==> config.mk <==
export PLATFORM = sky130hd
export DESIGN_NAME = aie_add_execute
export DESIGN_NICKNAME = d
export VERILOG_FILES = /design/src/aie_pkg.sv /design/src/aie_add_execute.sv /design/src/aie_adder.sv /design/src/aie_addr_gen.sv
export VERILOG_INCLUDE_DIRS = /design/src
export SDC_FILE = /design/constraint.sdc
export NUM_CORES = 1
export LEC_CHECK = 0
export BUFFER_PORTS_ARGS = -buffer_cell sky130_fd_sc_hd__buf_2
export CORE_MARGIN = 8
export CORE_UTILIZATION = 59
export CTS_CLUSTER_DIAMETER = 60
export DETAILED_ROUTE_END_ITERATION = 16
export PLACE_DENSITY = 0.85
export RECOVER_POWER = 25
export SYNTH_ARGS = -nofsm -noshare
export SYNTH_HDL_FRONTEND = slang
export SYNTH_SLANG_ARGS = --single-unit
==> constraint.sdc <==
create_clock -name clk -period 7.4 [get_ports clk]
set_input_delay 1.48 -clock clk [delete_from_list [all_inputs] [get_ports clk]]
set_output_delay 1.48 -clock clk [all_outputs]
set_load 0.02 [all_outputs]
==> src/aie_defines.svh <==
// Constants of the add-instruction execute block
// Assumes inclusion by bare name from the package and the design modules
`ifndef AIE_DEFINES_SVH
`define AIE_DEFINES_SVH

// ***************************************************
// Register offsets (byte addresses, one word each)
// ***************************************************
`define AIE_OFS_INSTR 8'h00
`define AIE_OFS_ACC   8'h04
`define AIE_OFS_FLAGS 8'h08
`define AIE_OFS_BANK  8'h0C
`define AIE_OFS_CTRL  8'h10
`define AIE_OFS_INDEX 8'h14
`define AIE_OFS_STAT  8'h18

// ***************************************************
// Field positions
// ***************************************************
`define AIE_FLAG_C     0
`define AIE_FLAG_DC    1
`define AIE_FLAG_Z     2
`define AIE_FLAG_OV    3
`define AIE_FLAG_N     4
`define AIE_CTRL_EXT   0
`define AIE_STAT_BUSY  0
`define AIE_STAT_BADOP 1
`define AIE_DEST_BIT   9
`define AIE_BANK_BIT   8

// ***************************************************
// Encodings and limits
// ***************************************************
`define AIE_OP_ADD_LITERAL_TO_ACCUMULATOR      8'h0F
`define AIE_OP_ADD_ACCUMULATOR_TO_FILE      6'h09
`define AIE_INDEX_LIMIT   8'h5F
`define AIE_ACCESS_SPLIT  8'h60
`define AIE_ACCESS_HIBANK 4'hF
`define AIE_ACCESS_LOBANK 4'h0
`define AIE_RESP_OKAY     2'h0
`define AIE_RESP_SLVERR   2'h2
`define AIE_RESP_DECERR   2'h3

// ***************************************************
// Reset values
// ***************************************************
`define AIE_RST_INSTR 16'h0000
`define AIE_RST_ACC   8'h00
`define AIE_RST_FLAGS 5'h00
`define AIE_RST_BANK  4'h0
`define AIE_RST_CTRL  1'b0
`define AIE_RST_INDEX 12'h000

`endif

==> src/aie_pkg.sv <==
// Types and shared decode functions of the add-instruction execute block
// Assumes aie_defines.svh on the include path
`include "aie_defines.svh"

package aie_pkg;

  typedef enum logic [2:0] {AIE_IDLE, AIE_Q1, AIE_Q2, AIE_Q3, AIE_Q4} aie_phase_t;

  function automatic logic aieIsAddLiteral(input logic [15:0] word);
    return word[15:8] == `AIE_OP_ADD_LITERAL_TO_ACCUMULATOR;
  endfunction

  function automatic logic aieIsAddFile(input logic [15:0] word);
    return word[15:10] == `AIE_OP_ADD_ACCUMULATOR_TO_FILE;
  endfunction

  function automatic logic [15:0] aieLane16(input logic [15:0] old, input logic [31:0] data,
                                            input logic [3:0] strb);
    return {strb[1] ? data[15:8] : old[15:8], strb[0] ? data[7:0] : old[7:0]};
  endfunction

endpackage

==> src/aie_add_execute.sv <==
// Execute unit for add-literal and add-to-file instructions, AXI4-Lite slave
// Assumes a data memory whose read data is valid one cycle after the address
//
// Added by the designer: the address map and the AXI4-Lite interface to the registers.
`include "aie_defines.svh"

// How it works
// - Add-to-file sums accumulator and addressed register, updating N, OV, C, DC, Z.
// - Destination bit clear puts the sum in the accumulator, register untouched.
// - Destination bit set writes the sum back into the addressed register.
// - Bank bit clear addresses the fixed access bank, ignoring bank select.
// - Bank bit set forms the address from bank select and the operand.
// - Extended set with bank bit clear indexes operands up to 95.
module aie_add_execute
  import aie_pkg::*;
(
  input  wire logic        clk,
  input  wire logic        rst,
  input  wire logic        ce,
  input  wire logic [7:0]  awaddr,
  input  wire logic        awvalid,
  output logic             awready,
  input  wire logic [31:0] wdata,
  input  wire logic [3:0]  wstrb,
  input  wire logic        wvalid,
  output logic             wready,
  output logic [1:0]       bresp,
  output logic             bvalid,
  input  wire logic        bready,
  input  wire logic [7:0]  araddr,
  input  wire logic        arvalid,
  output logic             arready,
  output logic [31:0]      rdata,
  output logic [1:0]       rresp,
  output logic             rvalid,
  input  wire logic        rready,
  output logic [11:0]      dataAddr,
  input  wire logic [7:0]  dataRdData,
  output logic             dataWrEn,
  output logic [7:0]       dataWrData
);

  // ***************************************************
  // State
  // ***************************************************
  aie_phase_t  phase,      next_phase;
  logic [15:0] instr,      next_instr;
  logic [7:0]  acc,        next_acc;
  logic [4:0]  flags,      next_flags;
  logic [4:0]  pendFlags,  next_pendFlags;
  logic [3:0]  bank,       next_bank;
  logic        extEn,      next_extEn;
  logic [11:0] indexBase,  next_indexBase;
  logic        badOp,      next_badOp;
  logic [11:0] next_dataAddr;
  logic        next_dataWrEn;
  logic [7:0]  next_dataWrData;
  logic        awHeld,     next_awHeld;
  logic [7:0]  awAddrReg,  next_awAddrReg;
  logic        wHeld,      next_wHeld;
  logic [31:0] wDataReg,   next_wDataReg;
  logic [3:0]  wStrbReg,   next_wStrbReg;
  logic [1:0]  next_bresp;
  logic        next_bvalid;
  logic [31:0] next_rdata;
  logic [1:0]  next_rresp;
  logic        next_rvalid;

  logic        busy;
  logic        isLit;
  logic        isFile;
  logic [7:0]  addend;
  logic [7:0]  sum;
  logic [4:0]  sumFlags;
  logic [11:0] fileAddr;
  logic        fileIndexed;
  logic [7:0]  wrOfs;
  logic [7:0]  rdOfs;
  logic [15:0] indexLane;

  // ***************************************************
  // Datapath
  // ***************************************************
  assign busy   = phase != AIE_IDLE;
  assign isLit  = aieIsAddLiteral(instr);
  assign isFile = aieIsAddFile(instr);
  assign addend = isLit ? instr[7:0] : dataRdData;

  aie_adder u_adder (
    .addendA (acc),
    .addendB (addend),
    .sum     (sum),
    .flags   (sumFlags)
  );

  aie_addr_gen u_addr_gen (
    .fileOperand (instr[7:0]),
    .bankAccess  (instr[`AIE_BANK_BIT]),
    .bankSelect  (bank),
    .extendedSet (extEn),
    .indexBase   (indexBase),
    .dataAddress (fileAddr),
    .indexed     (fileIndexed)
  );

  // ***************************************************
  // Bus handshakes
  // ***************************************************
  assign awready = ce && !awHeld && !bvalid;
  assign wready  = ce && !wHeld && !bvalid;
  assign arready = ce && !rvalid;
  assign wrOfs   = {awAddrReg[7:2], 2'h0};
  assign rdOfs   = {araddr[7:2], 2'h0};
  assign indexLane = aieLane16({4'h0, indexBase}, wDataReg, wStrbReg);

  // ***************************************************
  // Next state
  // ***************************************************
  always_comb begin
    next_phase      = phase;
    next_instr      = instr;
    next_acc        = acc;
    next_flags      = flags;
    next_pendFlags  = pendFlags;
    next_bank       = bank;
    next_extEn      = extEn;
    next_indexBase  = indexBase;
    next_badOp      = badOp;
    next_dataAddr   = dataAddr;
    next_dataWrEn   = 1'b0;
    next_dataWrData = dataWrData;
    next_awHeld     = awHeld;
    next_awAddrReg  = awAddrReg;
    next_wHeld      = wHeld;
    next_wDataReg   = wDataReg;
    next_wStrbReg   = wStrbReg;
    next_bresp      = bresp;
    next_bvalid     = bvalid;
    next_rdata      = rdata;
    next_rresp      = rresp;
    next_rvalid     = rvalid;

    // Quarter-cycle sequence
    unique case (phase)
      AIE_IDLE: begin
      end
      AIE_Q1: begin
        if (isLit || isFile) begin
          next_badOp    = 1'b0;
          next_dataAddr = isFile ? fileAddr : dataAddr;
          next_phase    = AIE_Q2;
        end else begin
          next_badOp = 1'b1;
          next_phase = AIE_IDLE;
        end
      end
      AIE_Q2: begin
        next_phase = AIE_Q3;
      end
      AIE_Q3: begin
        next_dataWrData = sum;
        next_pendFlags  = sumFlags;
        next_dataWrEn   = isFile && instr[`AIE_DEST_BIT];
        next_phase      = AIE_Q4;
      end
      AIE_Q4: begin
        next_flags = pendFlags;
        if (isLit || !instr[`AIE_DEST_BIT]) begin
          next_acc = dataWrData;
        end
        next_phase = AIE_IDLE;
      end
    endcase

    // Write channel
    if (awvalid && awready) begin
      next_awHeld    = 1'b1;
      next_awAddrReg = awaddr;
    end
    if (wvalid && wready) begin
      next_wHeld    = 1'b1;
      next_wDataReg = wdata;
      next_wStrbReg = wstrb;
    end
    if (bvalid && bready) begin
      next_bvalid = 1'b0;
    end
    if (awHeld && wHeld && !bvalid) begin
      next_awHeld = 1'b0;
      next_wHeld  = 1'b0;
      next_bvalid = 1'b1;
      next_bresp  = `AIE_RESP_OKAY;
      if (busy) begin
        next_bresp = `AIE_RESP_SLVERR;
      end else begin
        unique case (wrOfs)
          `AIE_OFS_INSTR: begin
            next_instr = aieLane16(instr, wDataReg, wStrbReg);
            next_phase = AIE_Q1;
          end
          `AIE_OFS_ACC:   if (wStrbReg[0]) next_acc = wDataReg[7:0];
          `AIE_OFS_FLAGS: if (wStrbReg[0]) next_flags = wDataReg[4:0];
          `AIE_OFS_BANK:  if (wStrbReg[0]) next_bank = wDataReg[3:0];
          `AIE_OFS_CTRL:  if (wStrbReg[0]) next_extEn = wDataReg[`AIE_CTRL_EXT];
          `AIE_OFS_INDEX: next_indexBase = indexLane[11:0];
          `AIE_OFS_STAT:  next_bresp = `AIE_RESP_SLVERR;
          default:        next_bresp = `AIE_RESP_DECERR;
        endcase
      end
    end

    // Read channel
    if (rvalid && rready) begin
      next_rvalid = 1'b0;
    end
    if (arvalid && arready) begin
      next_rvalid = 1'b1;
      next_rresp  = `AIE_RESP_OKAY;
      next_rdata  = 32'h0000_0000;
      unique case (rdOfs)
        `AIE_OFS_INSTR: next_rdata[15:0] = instr;
        `AIE_OFS_ACC:   next_rdata[7:0]  = acc;
        `AIE_OFS_FLAGS: next_rdata[4:0]  = flags;
        `AIE_OFS_BANK:  next_rdata[3:0]  = bank;
        `AIE_OFS_CTRL:  next_rdata[`AIE_CTRL_EXT] = extEn;
        `AIE_OFS_INDEX: next_rdata[11:0] = indexBase;
        `AIE_OFS_STAT: begin
          next_rdata[`AIE_STAT_BUSY]  = busy;
          next_rdata[`AIE_STAT_BADOP] = badOp;
        end
        default:        next_rresp = `AIE_RESP_DECERR;
      endcase
    end
  end

  // ***************************************************
  // Registers
  // ***************************************************
  always_ff @(posedge clk or posedge rst) begin
    if (rst) begin
      phase      <= AIE_IDLE;
      instr      <= `AIE_RST_INSTR;
      acc        <= `AIE_RST_ACC;
      flags      <= `AIE_RST_FLAGS;
      pendFlags  <= `AIE_RST_FLAGS;
      bank       <= `AIE_RST_BANK;
      extEn      <= `AIE_RST_CTRL;
      indexBase  <= `AIE_RST_INDEX;
      badOp      <= 1'b0;
      dataAddr   <= 12'h000;
      dataWrEn   <= 1'b0;
      dataWrData <= 8'h00;
      awHeld     <= 1'b0;
      awAddrReg  <= 8'h00;
      wHeld      <= 1'b0;
      wDataReg   <= 32'h0000_0000;
      wStrbReg   <= 4'h0;
      bresp      <= `AIE_RESP_OKAY;
      bvalid     <= 1'b0;
      rdata      <= 32'h0000_0000;
      rresp      <= `AIE_RESP_OKAY;
      rvalid     <= 1'b0;
    end else if (ce) begin
      phase      <= next_phase;
      instr      <= next_instr;
      acc        <= next_acc;
      flags      <= next_flags;
      pendFlags  <= next_pendFlags;
      bank       <= next_bank;
      extEn      <= next_extEn;
      indexBase  <= next_indexBase;
      badOp      <= next_badOp;
      dataAddr   <= next_dataAddr;
      dataWrEn   <= next_dataWrEn;
      dataWrData <= next_dataWrData;
      awHeld     <= next_awHeld;
      awAddrReg  <= next_awAddrReg;
      wHeld      <= next_wHeld;
      wDataReg   <= next_wDataReg;
      wStrbReg   <= next_wStrbReg;
      bresp      <= next_bresp;
      bvalid     <= next_bvalid;
      rdata      <= next_rdata;
      rresp      <= next_rresp;
      rvalid     <= next_rvalid;
    end
  end
endmodule

==> src/aie_adder.sv <==
// Eight-bit adder with the five arithmetic flags
// Assumes purely combinational use inside the execute block
`include "aie_defines.svh"

module aie_adder
  import aie_pkg::*;
(
  input  wire logic [7:0] addendA,
  input  wire logic [7:0] addendB,
  output logic      [7:0] sum,
  output logic      [4:0] flags
);

  logic [8:0] full;
  logic [4:0] half;

  always_comb begin
    full                 = {1'b0, addendA} + {1'b0, addendB};
    half                 = {1'b0, addendA[3:0]} + {1'b0, addendB[3:0]};
    sum                  = full[7:0];
    flags                = 5'h00;
    flags[`AIE_FLAG_C]   = full[8];
    flags[`AIE_FLAG_DC]  = half[4];
    flags[`AIE_FLAG_Z]   = full[7:0] == 8'h00;
    flags[`AIE_FLAG_OV]  = (addendA[7] == addendB[7]) && (full[7] != addendA[7]);
    flags[`AIE_FLAG_N]   = full[7];
  end

endmodule

==> src/aie_addr_gen.sv <==
// Data address former for the add-to-file operand
// Assumes a 12-bit data space of sixteen 256-byte banks
`include "aie_defines.svh"

module aie_addr_gen
  import aie_pkg::*;
(
  input  wire logic [7:0]  fileOperand,
  input  wire logic        bankAccess,
  input  wire logic [3:0]  bankSelect,
  input  wire logic        extendedSet,
  input  wire logic [11:0] indexBase,
  output logic      [11:0] dataAddress,
  output logic             indexed
);

  always_comb begin
    indexed = extendedSet && !bankAccess && (fileOperand <= `AIE_INDEX_LIMIT);
    if (indexed) begin
      dataAddress = 12'(indexBase + {4'h0, fileOperand});
    end else if (bankAccess) begin
      dataAddress = {bankSelect, fileOperand};
    end else if (fileOperand < `AIE_ACCESS_SPLIT) begin
      dataAddress = {`AIE_ACCESS_LOBANK, fileOperand};
    end else begin
      dataAddress = {`AIE_ACCESS_HIBANK, fileOperand};
    end
  end

endmodule

=== Yosys cells after proc, flatten, opt, wreduce, memory -nomap -nowiden ===
Index checks and enable logic that the tools add are counted.

* Word-level logic and storage cells: 141
* Bits in registers: 126
* Output and inout port bits: 62
* Bits of input ports: 68

* Reduce and logical (&&, ||, !) cells: 51
* Mux-type cells: 40
* Add/sub/neg operators: 3
* Bitwise gates (word level): 1
* $lt $le $gt $ge: 2
* Eq/ne operators: 20

{| class="wikitable"
|+ Operator list
! operator !! count
|-
| 8-bit 2-to-1 mux || 7
|-
| 6-bit by 3-bit == test with 1-bit output (second input constant) || 6
|-
| 12-bit 2-to-1 mux || 3
|-
| 5-bit AND reduction || 6
|-
| 5-bit 2-to-1 mux || 5
|-
| 6-bit by 2-bit == test with 1-bit output (second input constant) || 4
|-
| 8-bit logical NOT || 3
|-
| 2-bit AND reduction || 10
|-
| 1-bit logical AND || 16
|-
| 12-bit by 8-bit adder with 12-bit output || 1
|-
| 6-bit by 1-bit == test with 1-bit output (second input constant) || 2
|-
| 3-bit case mux with 4 select lines || 1
|-
| 1-bit 2-to-1 mux || 10
|-
| 2-bit case mux with 5 select lines || 1
|-
| 8-bit by 8-bit adder with 9-bit output || 1
|-
| 3-bit 2-to-1 mux || 3
|-
| 3-bit case mux with 3 select lines || 1
|-
| 8-bit by 4-bit == test with 1-bit output (second input constant) || 1
|-
| 8-bit by 7-bit less-or-equal comparator with 1-bit output (second input constant) || 1
|-
| 8-bit by 7-bit < comparator with 1-bit output (second input constant) || 1
|-
| 4-bit case mux with 2 select lines || 1
|-
| 2-bit nonzero test || 4
|-
| 1-bit case mux with 7 select lines || 1
|-
| 7-bit OR reduction || 1
|-
| 18 further kinds || 27
|}

=== Depth between registers and ports, before layout ===
* Word-level depth: 8
* Gate-level depth with buffers: 12

=== By module ===
A second synthesis with hierarchy kept.

* Cell total of the unflattened synthesis: 593
* Area, all modules: 6547.5 sq um

{| class="wikitable"
|+ By module, submodules not included
! module !! seq. area each (sq um) !! area each (sq um) !! cells an instance !! times used
|-
| aie_add_execute || 3078.0 || 5505.3 || 449 || 1
|-
| aie_addr_gen || 0.0 || 628.1 || 91 || 1
|-
| aie_adder || 0.0 || 414.1 || 53 || 1
|}

=== Worst setup path before layout ===
Ideal clock, no wire load.

* Path kind: input to register
* Start: input dataRdData[0]
* End: register pendFlags[2]
* Stages on the path: 9
* Arrival: 3.450 ns
* Slack: 3.829 ns
* Library setup time: 0.122 ns
* Cell sequence: mux2_2 > ha_1 > fa_1 > a211oi_1 > nor2_1 > nor3_1 > nor2_1 > or3_1 > a32o_1

* Cells in the longest elaborated chain, start to end: 3

{| class="wikitable"
|+ RTL lines
! element !! RTL line !! RTL
|-
| start: declaration || aie_add_execute.sv:38 || <nowiki>input wire logic [7:0] dataRdData,</nowiki>
|-
| 8-bit 2-to-1 mux || aie_add_execute.sv:87 || <nowiki>assign addend = isLit ? instr[7:0] : dataRdData;</nowiki>
|-
| 8-bit by 8-bit adder with 9-bit output || aie_adder.sv:18 || <nowiki>full = {1'b0, addendA} + {1'b0, addendB};</nowiki>
|-
| 8-bit logical NOT || aie_adder.sv:24 || <nowiki>flags[`AIE_FLAG_Z] = full[7:0] == 8'h00;</nowiki>
|-
| end signal: assignment || aie_add_execute.sv:245 || <nowiki>pendFlags <= `AIE_RST_FLAGS;</nowiki>
|-
| end signal: assignment || aie_add_execute.sv:268 || <nowiki>pendFlags <= next_pendFlags;</nowiki>
|-
| end: declaration || aie_add_execute.sv:50 || <nowiki>logic [4:0] pendFlags, next_pendFlags;</nowiki>
|}

No other way between the ends.
A chain may end at the register's enable or synchronous reset.

=== Final worst setup path ===
* Start: input ce
* End: output arready

* Cells in the longest elaborated chain, start to end: 1

{| class="wikitable"
|+ RTL lines
! element !! RTL line !! RTL
|-
| start: declaration || aie_add_execute.sv:19 || <nowiki>input wire logic ce,</nowiki>
|-
| 1-bit logical AND || aie_add_execute.sv:111 || <nowiki>assign arready = ce && !rvalid;</nowiki>
|-
| end: declaration || aie_add_execute.sv:32 || <nowiki>output logic arready,</nowiki>
|}

No other way between the ends.

==> impl_summary.md <==
Place
The detailed placement HPWL is between 10,000 and 15,000 um. Port buffering added 91 buffers. Routability-driven placement finished with a final weighted congestion of 0.961. The worst setup timing slack at the placement stage is 3340 ps.

Worst setup path
The startpoint type of the worst setup path is an input port. The biggest fanout along the worst timing path is 23. The critical setup path kind is input port to output pin. STA classifies the critical path endpoint as an output pin.

At the worst endpoint, the required time is 5920 ps. Data arrives at the worst endpoint at slightly below 3000 ps.

Global routing
For this run, global-route usage on met2 was measured as between 30% and 40%. The combined global-route utilization of all metal layers is about 23%. The wire length of the first global-routing pass is between 20,000 and 30,000 um. Entering global routing, the biggest net connects a little under 90 pins. The total congestion overflow is 0. In the global route stage, met1 resource usage came out at between 20% and 30%. The number of antenna violations at the first check in global routing was 1.

For this run, global-route usage on met3 was measured as between 7 and 8%. The most congested layer reported by global routing is met2. The via count of the first global-routing pass is between 5,000 and 6,000.

Drt
The violation count after the first detailed-routing iteration is between 300 and 400. The final wirelength is ~16,000 um. Dividing the detail-routed wire length by the instance count gives 19.4 um. In this run the remaining antenna-violating nets after routing total 0.

Using the TritonRoute via totals, the vias-per-cell ratio works out to 5.91. The first-pass detailed-route iteration total is 5. The post-route DRC violation count is 0. The final route contains just under 5,000 vias.

CTS
The clock root buffer master is sky130_fd_sc_hd__clkbuf_8. Clock-pin slew was measured on the worst setup and hold paths at about 60 ps. The total clock sinks is around 120.

The number of hold buffers added after CTS is 0. The post-CTS setup repair buffer count is 0. The deepest clock path buffer count is 2. TritonCTS built the clock tree. At the later pin of the worst-skew pair, clock insertion delay measures about 520 ps. Clock tree synthesis inserted a total of 17 buffers. Gates resized during post-CTS repair numbered 0. The number of H-tree levels is 4.

Logic synthesis
For this run, the number of Yosys warnings is 0. Summing every instance area after synthesis gives just over 6000 um^2. Sorting the synthesized cells by area gives the leading types as sky130_fd_sc_hd__dfrtp_1, sky130_fd_sc_hd__mux2_2, sky130_fd_sc_hd__o21ai_0. Yosys mapped a number of flops with a built-in enable equal to 0.

The post-synthesis sequential area ratio is just under 50%. The synthesized design devotes to its leading area cell type about half of total area. The largest total area in the synthesized netlist belongs to sky130_fd_sc_hd__dfrtp_1. The synthesized flop and latch total is between 100 and 150. Counting flops with an async set or reset pin after synthesis yields a share of 100%.

The synthesized area per cell is around 11 um^2. The most used flip-flop cell after synthesis is sky130_fd_sc_hd__dfrtp_1. The number of library cell types mapped by synthesis is 57. The number of instances in the synthesized netlist is between 500 and 600.

Final layout
The final layout contains about 760 nets. Summing all multi-input logic gate instances after layout gives 2950 um^2. Registers take approximately 3100 um^2. The post-route netlist has about 28% of its cells at a drive strength greater than 1. Compared with the post-synthesis result, the final layout area differs by 16.4%. The number of antenna diodes in the final layout is 0. Counting the fill cells in the layout gives about 750.

Outcome
The checks that failed: capacitance limit. The flow ran to the end, but the final reports show violations.

STA
The max-slew violation count is 0. The number of failing hold endpoints at the final stage is 0. The worst path in the final design needs a cycle of about 4500 ps, including I/O delays and setup. The slack of the critical path is 2940 ps. Dividing the final minimum period by the clock period gives around three fifths. Between clock sinks in the finished design, the worst skew comes to between 4 and 5 ps. Setup repair after global routing left no endpoint under its margin. The actual transition at the worst max-transition pin is between 1000 and 1500 ps. For the final routed database, the setup TNS stands at 0 ps.

Timing would allow up to roughly 0.22 GHz. The final setup violation count is 0. The worst relative slew slack is less than 1%.

Power and ir drop
Power spread over the standard cell area amounts to 318 nW/um^2. The total leakage power is ~3.4 nW. Across the VDD grid, the largest voltage drop is 0.159 mV.

Floorplanning
The overall die area is roughly 14,000 um^2. The chip height is around 120 um. In this run the core area contains 37 standard-cell rows.

The die is approximately 120 um wide. The core region is slightly above 10,000 um^2. For this configuration, the core starts out at a cell density of approximately 61%.

For this design the top-level I/O count stands at 130.

Run
The max-capacitance violation count is 1.

Worst hold path
The type of the tightest min-delay check is flip-flop to flip-flop.
-- where the power goes --
group          internal, mW  switching, mW
registers             0.817          0.185
clock network         0.506          0.282
logic                 0.241          0.271
total                  1.56          0.738
-- final timing paths --
path	slack [ps]	cells past startpoint	endpoint	start
worst min-delay path	480	2	dataAddr[3]	dataAddr[3]
worst min register to register	480	2	dataAddr[3]	dataAddr[3]
worst max register to register	3230	12	pendFlags[2]	instr[15]
min in group asynchronous	1290	2	dataAddr[1]	rst
max in group asynchronous	4400	3	wDataReg[3]	rst
worst max-delay path	2940	4	arready	ce
-- synthesized netlist by cell type (4+ instances only) --
| cell type | instances |
|---|---|
| sky130_fd_sc_hd__dfrtp_1 | 122 |
| sky130_fd_sc_hd__mux2_2 | 69 |
| sky130_fd_sc_hd__nand2_1 | 63 |
| sky130_fd_sc_hd__o21ai_0 | 50 |
| sky130_fd_sc_hd__nor2_1 | 39 |
| sky130_fd_sc_hd__a21oi_1 | 32 |
| sky130_fd_sc_hd__buf_4 | 19 |
| sky130_fd_sc_hd__ha_1 | 17 |
| sky130_fd_sc_hd__clkbuf_1 | 15 |
| sky130_fd_sc_hd__o22ai_1 | 15 |
| sky130_fd_sc_hd__inv_1 | 12 |
| sky130_fd_sc_hd__nor3_1 | 12 |
| sky130_fd_sc_hd__nor2b_1 | 11 |
| sky130_fd_sc_hd__a22oi_1 | 10 |
| sky130_fd_sc_hd__and2_1 | 7 |
| sky130_fd_sc_hd__nand3_1 | 7 |
| sky130_fd_sc_hd__xnor2_1 | 7 |
| sky130_fd_sc_hd__a211oi_1 | 5 |
| sky130_fd_sc_hd__a31oi_1 | 5 |
| sky130_fd_sc_hd__o211ai_1 | 5 |
| sky130_fd_sc_hd__xor2_1 | 5 |
| sky130_fd_sc_hd__mux4_2 | 4 |
| sky130_fd_sc_hd__nand2b_1 | 4 |
| sky130_fd_sc_hd__or3_1 | 4 |
-- through the flow --
stage | hold slack [ps] | power (mW) | area (um^2) | instances | utilization (%)
floorplan | 449 | 1.34 | 6280 | 600 | -
global placement | 456 | 1.47 | 6710 | 792 | 65.3
detailed placement | 465 | 1.51 | 6710 | 792 | 65.3
CTS | 478 | 2.30 | 7260 | 822 | 70.7
global route | 511 | 2.40 | 7240 | 822 | 70.4
finish | 475 | 2.30 | 7240 | 822 | 70.4
-- flip-flops by register name, summed over array words and instances (netlist names), 5 cells and up --
register and flops:
awAddrReg 6, rdata 16, dataAddr 12, dataWrData 8, wDataReg 16, indexBase 12, acc 8, instr 16
flags 5
-- cells in the final DEF (no fill, tap or decap), drive strengths merged, types with 4 or more instances in the layout --
cell and count:
clkinv 4, mux4 4, o22ai 15, xor2 5, buf 84, a22oi 10
nor2 39, o21ai 50, nand3 8, conb 16, a31oi 5, nor3 13
o211ai 5, a21oi 33, nand2b 4, xnor2 7, and2 7, clkbuf 31
mux2 69, inv 11, nor2b 11, a211oi 5, or3 6, nand2 64
ha 17, dfrtp 122
-- cell families after synthesis --
group,count (synthesis),synth area share [%]
flops,122,49.1
simple gates,169,13.6
buf+inv,50,4.22
xor+xnor,12,1.69
fa+ha+maj,19,4.06
mux,75,14.3
other cells,1,0.0603
compound gates,137,13.0
-- metal layers --
| layer | part of all wire [%] | vias to the layer above |
|---|---|---|
| met5 | 0.063 | - |
| met4 | 1.6 | 2 |
| met3 | 7.0 | 25 |
| met2 | 51 | 181 |
| met1 | 41 | 2399 |
| li1 | - | 2254 |
-- final cells by class --
type,count,area share (%)
multi-input combinational,428,40.8
clock buffer,21,5.93
timing repair buffer,94,6.40
clock inverter,9,1.73
inverter,12,0.640
sequential,122,42.2
tap,136,2.35
-- critical path, cell delays in order --
cell and delay, ps:
sky130_fd_sc_hd__clkbuf_1 770, sky130_fd_sc_hd__inv_1 380, sky130_fd_sc_hd__nor2_1 170, sky130_fd_sc_hd__buf_2 170
Note: power is estimated with default switching activity, not from simulation.
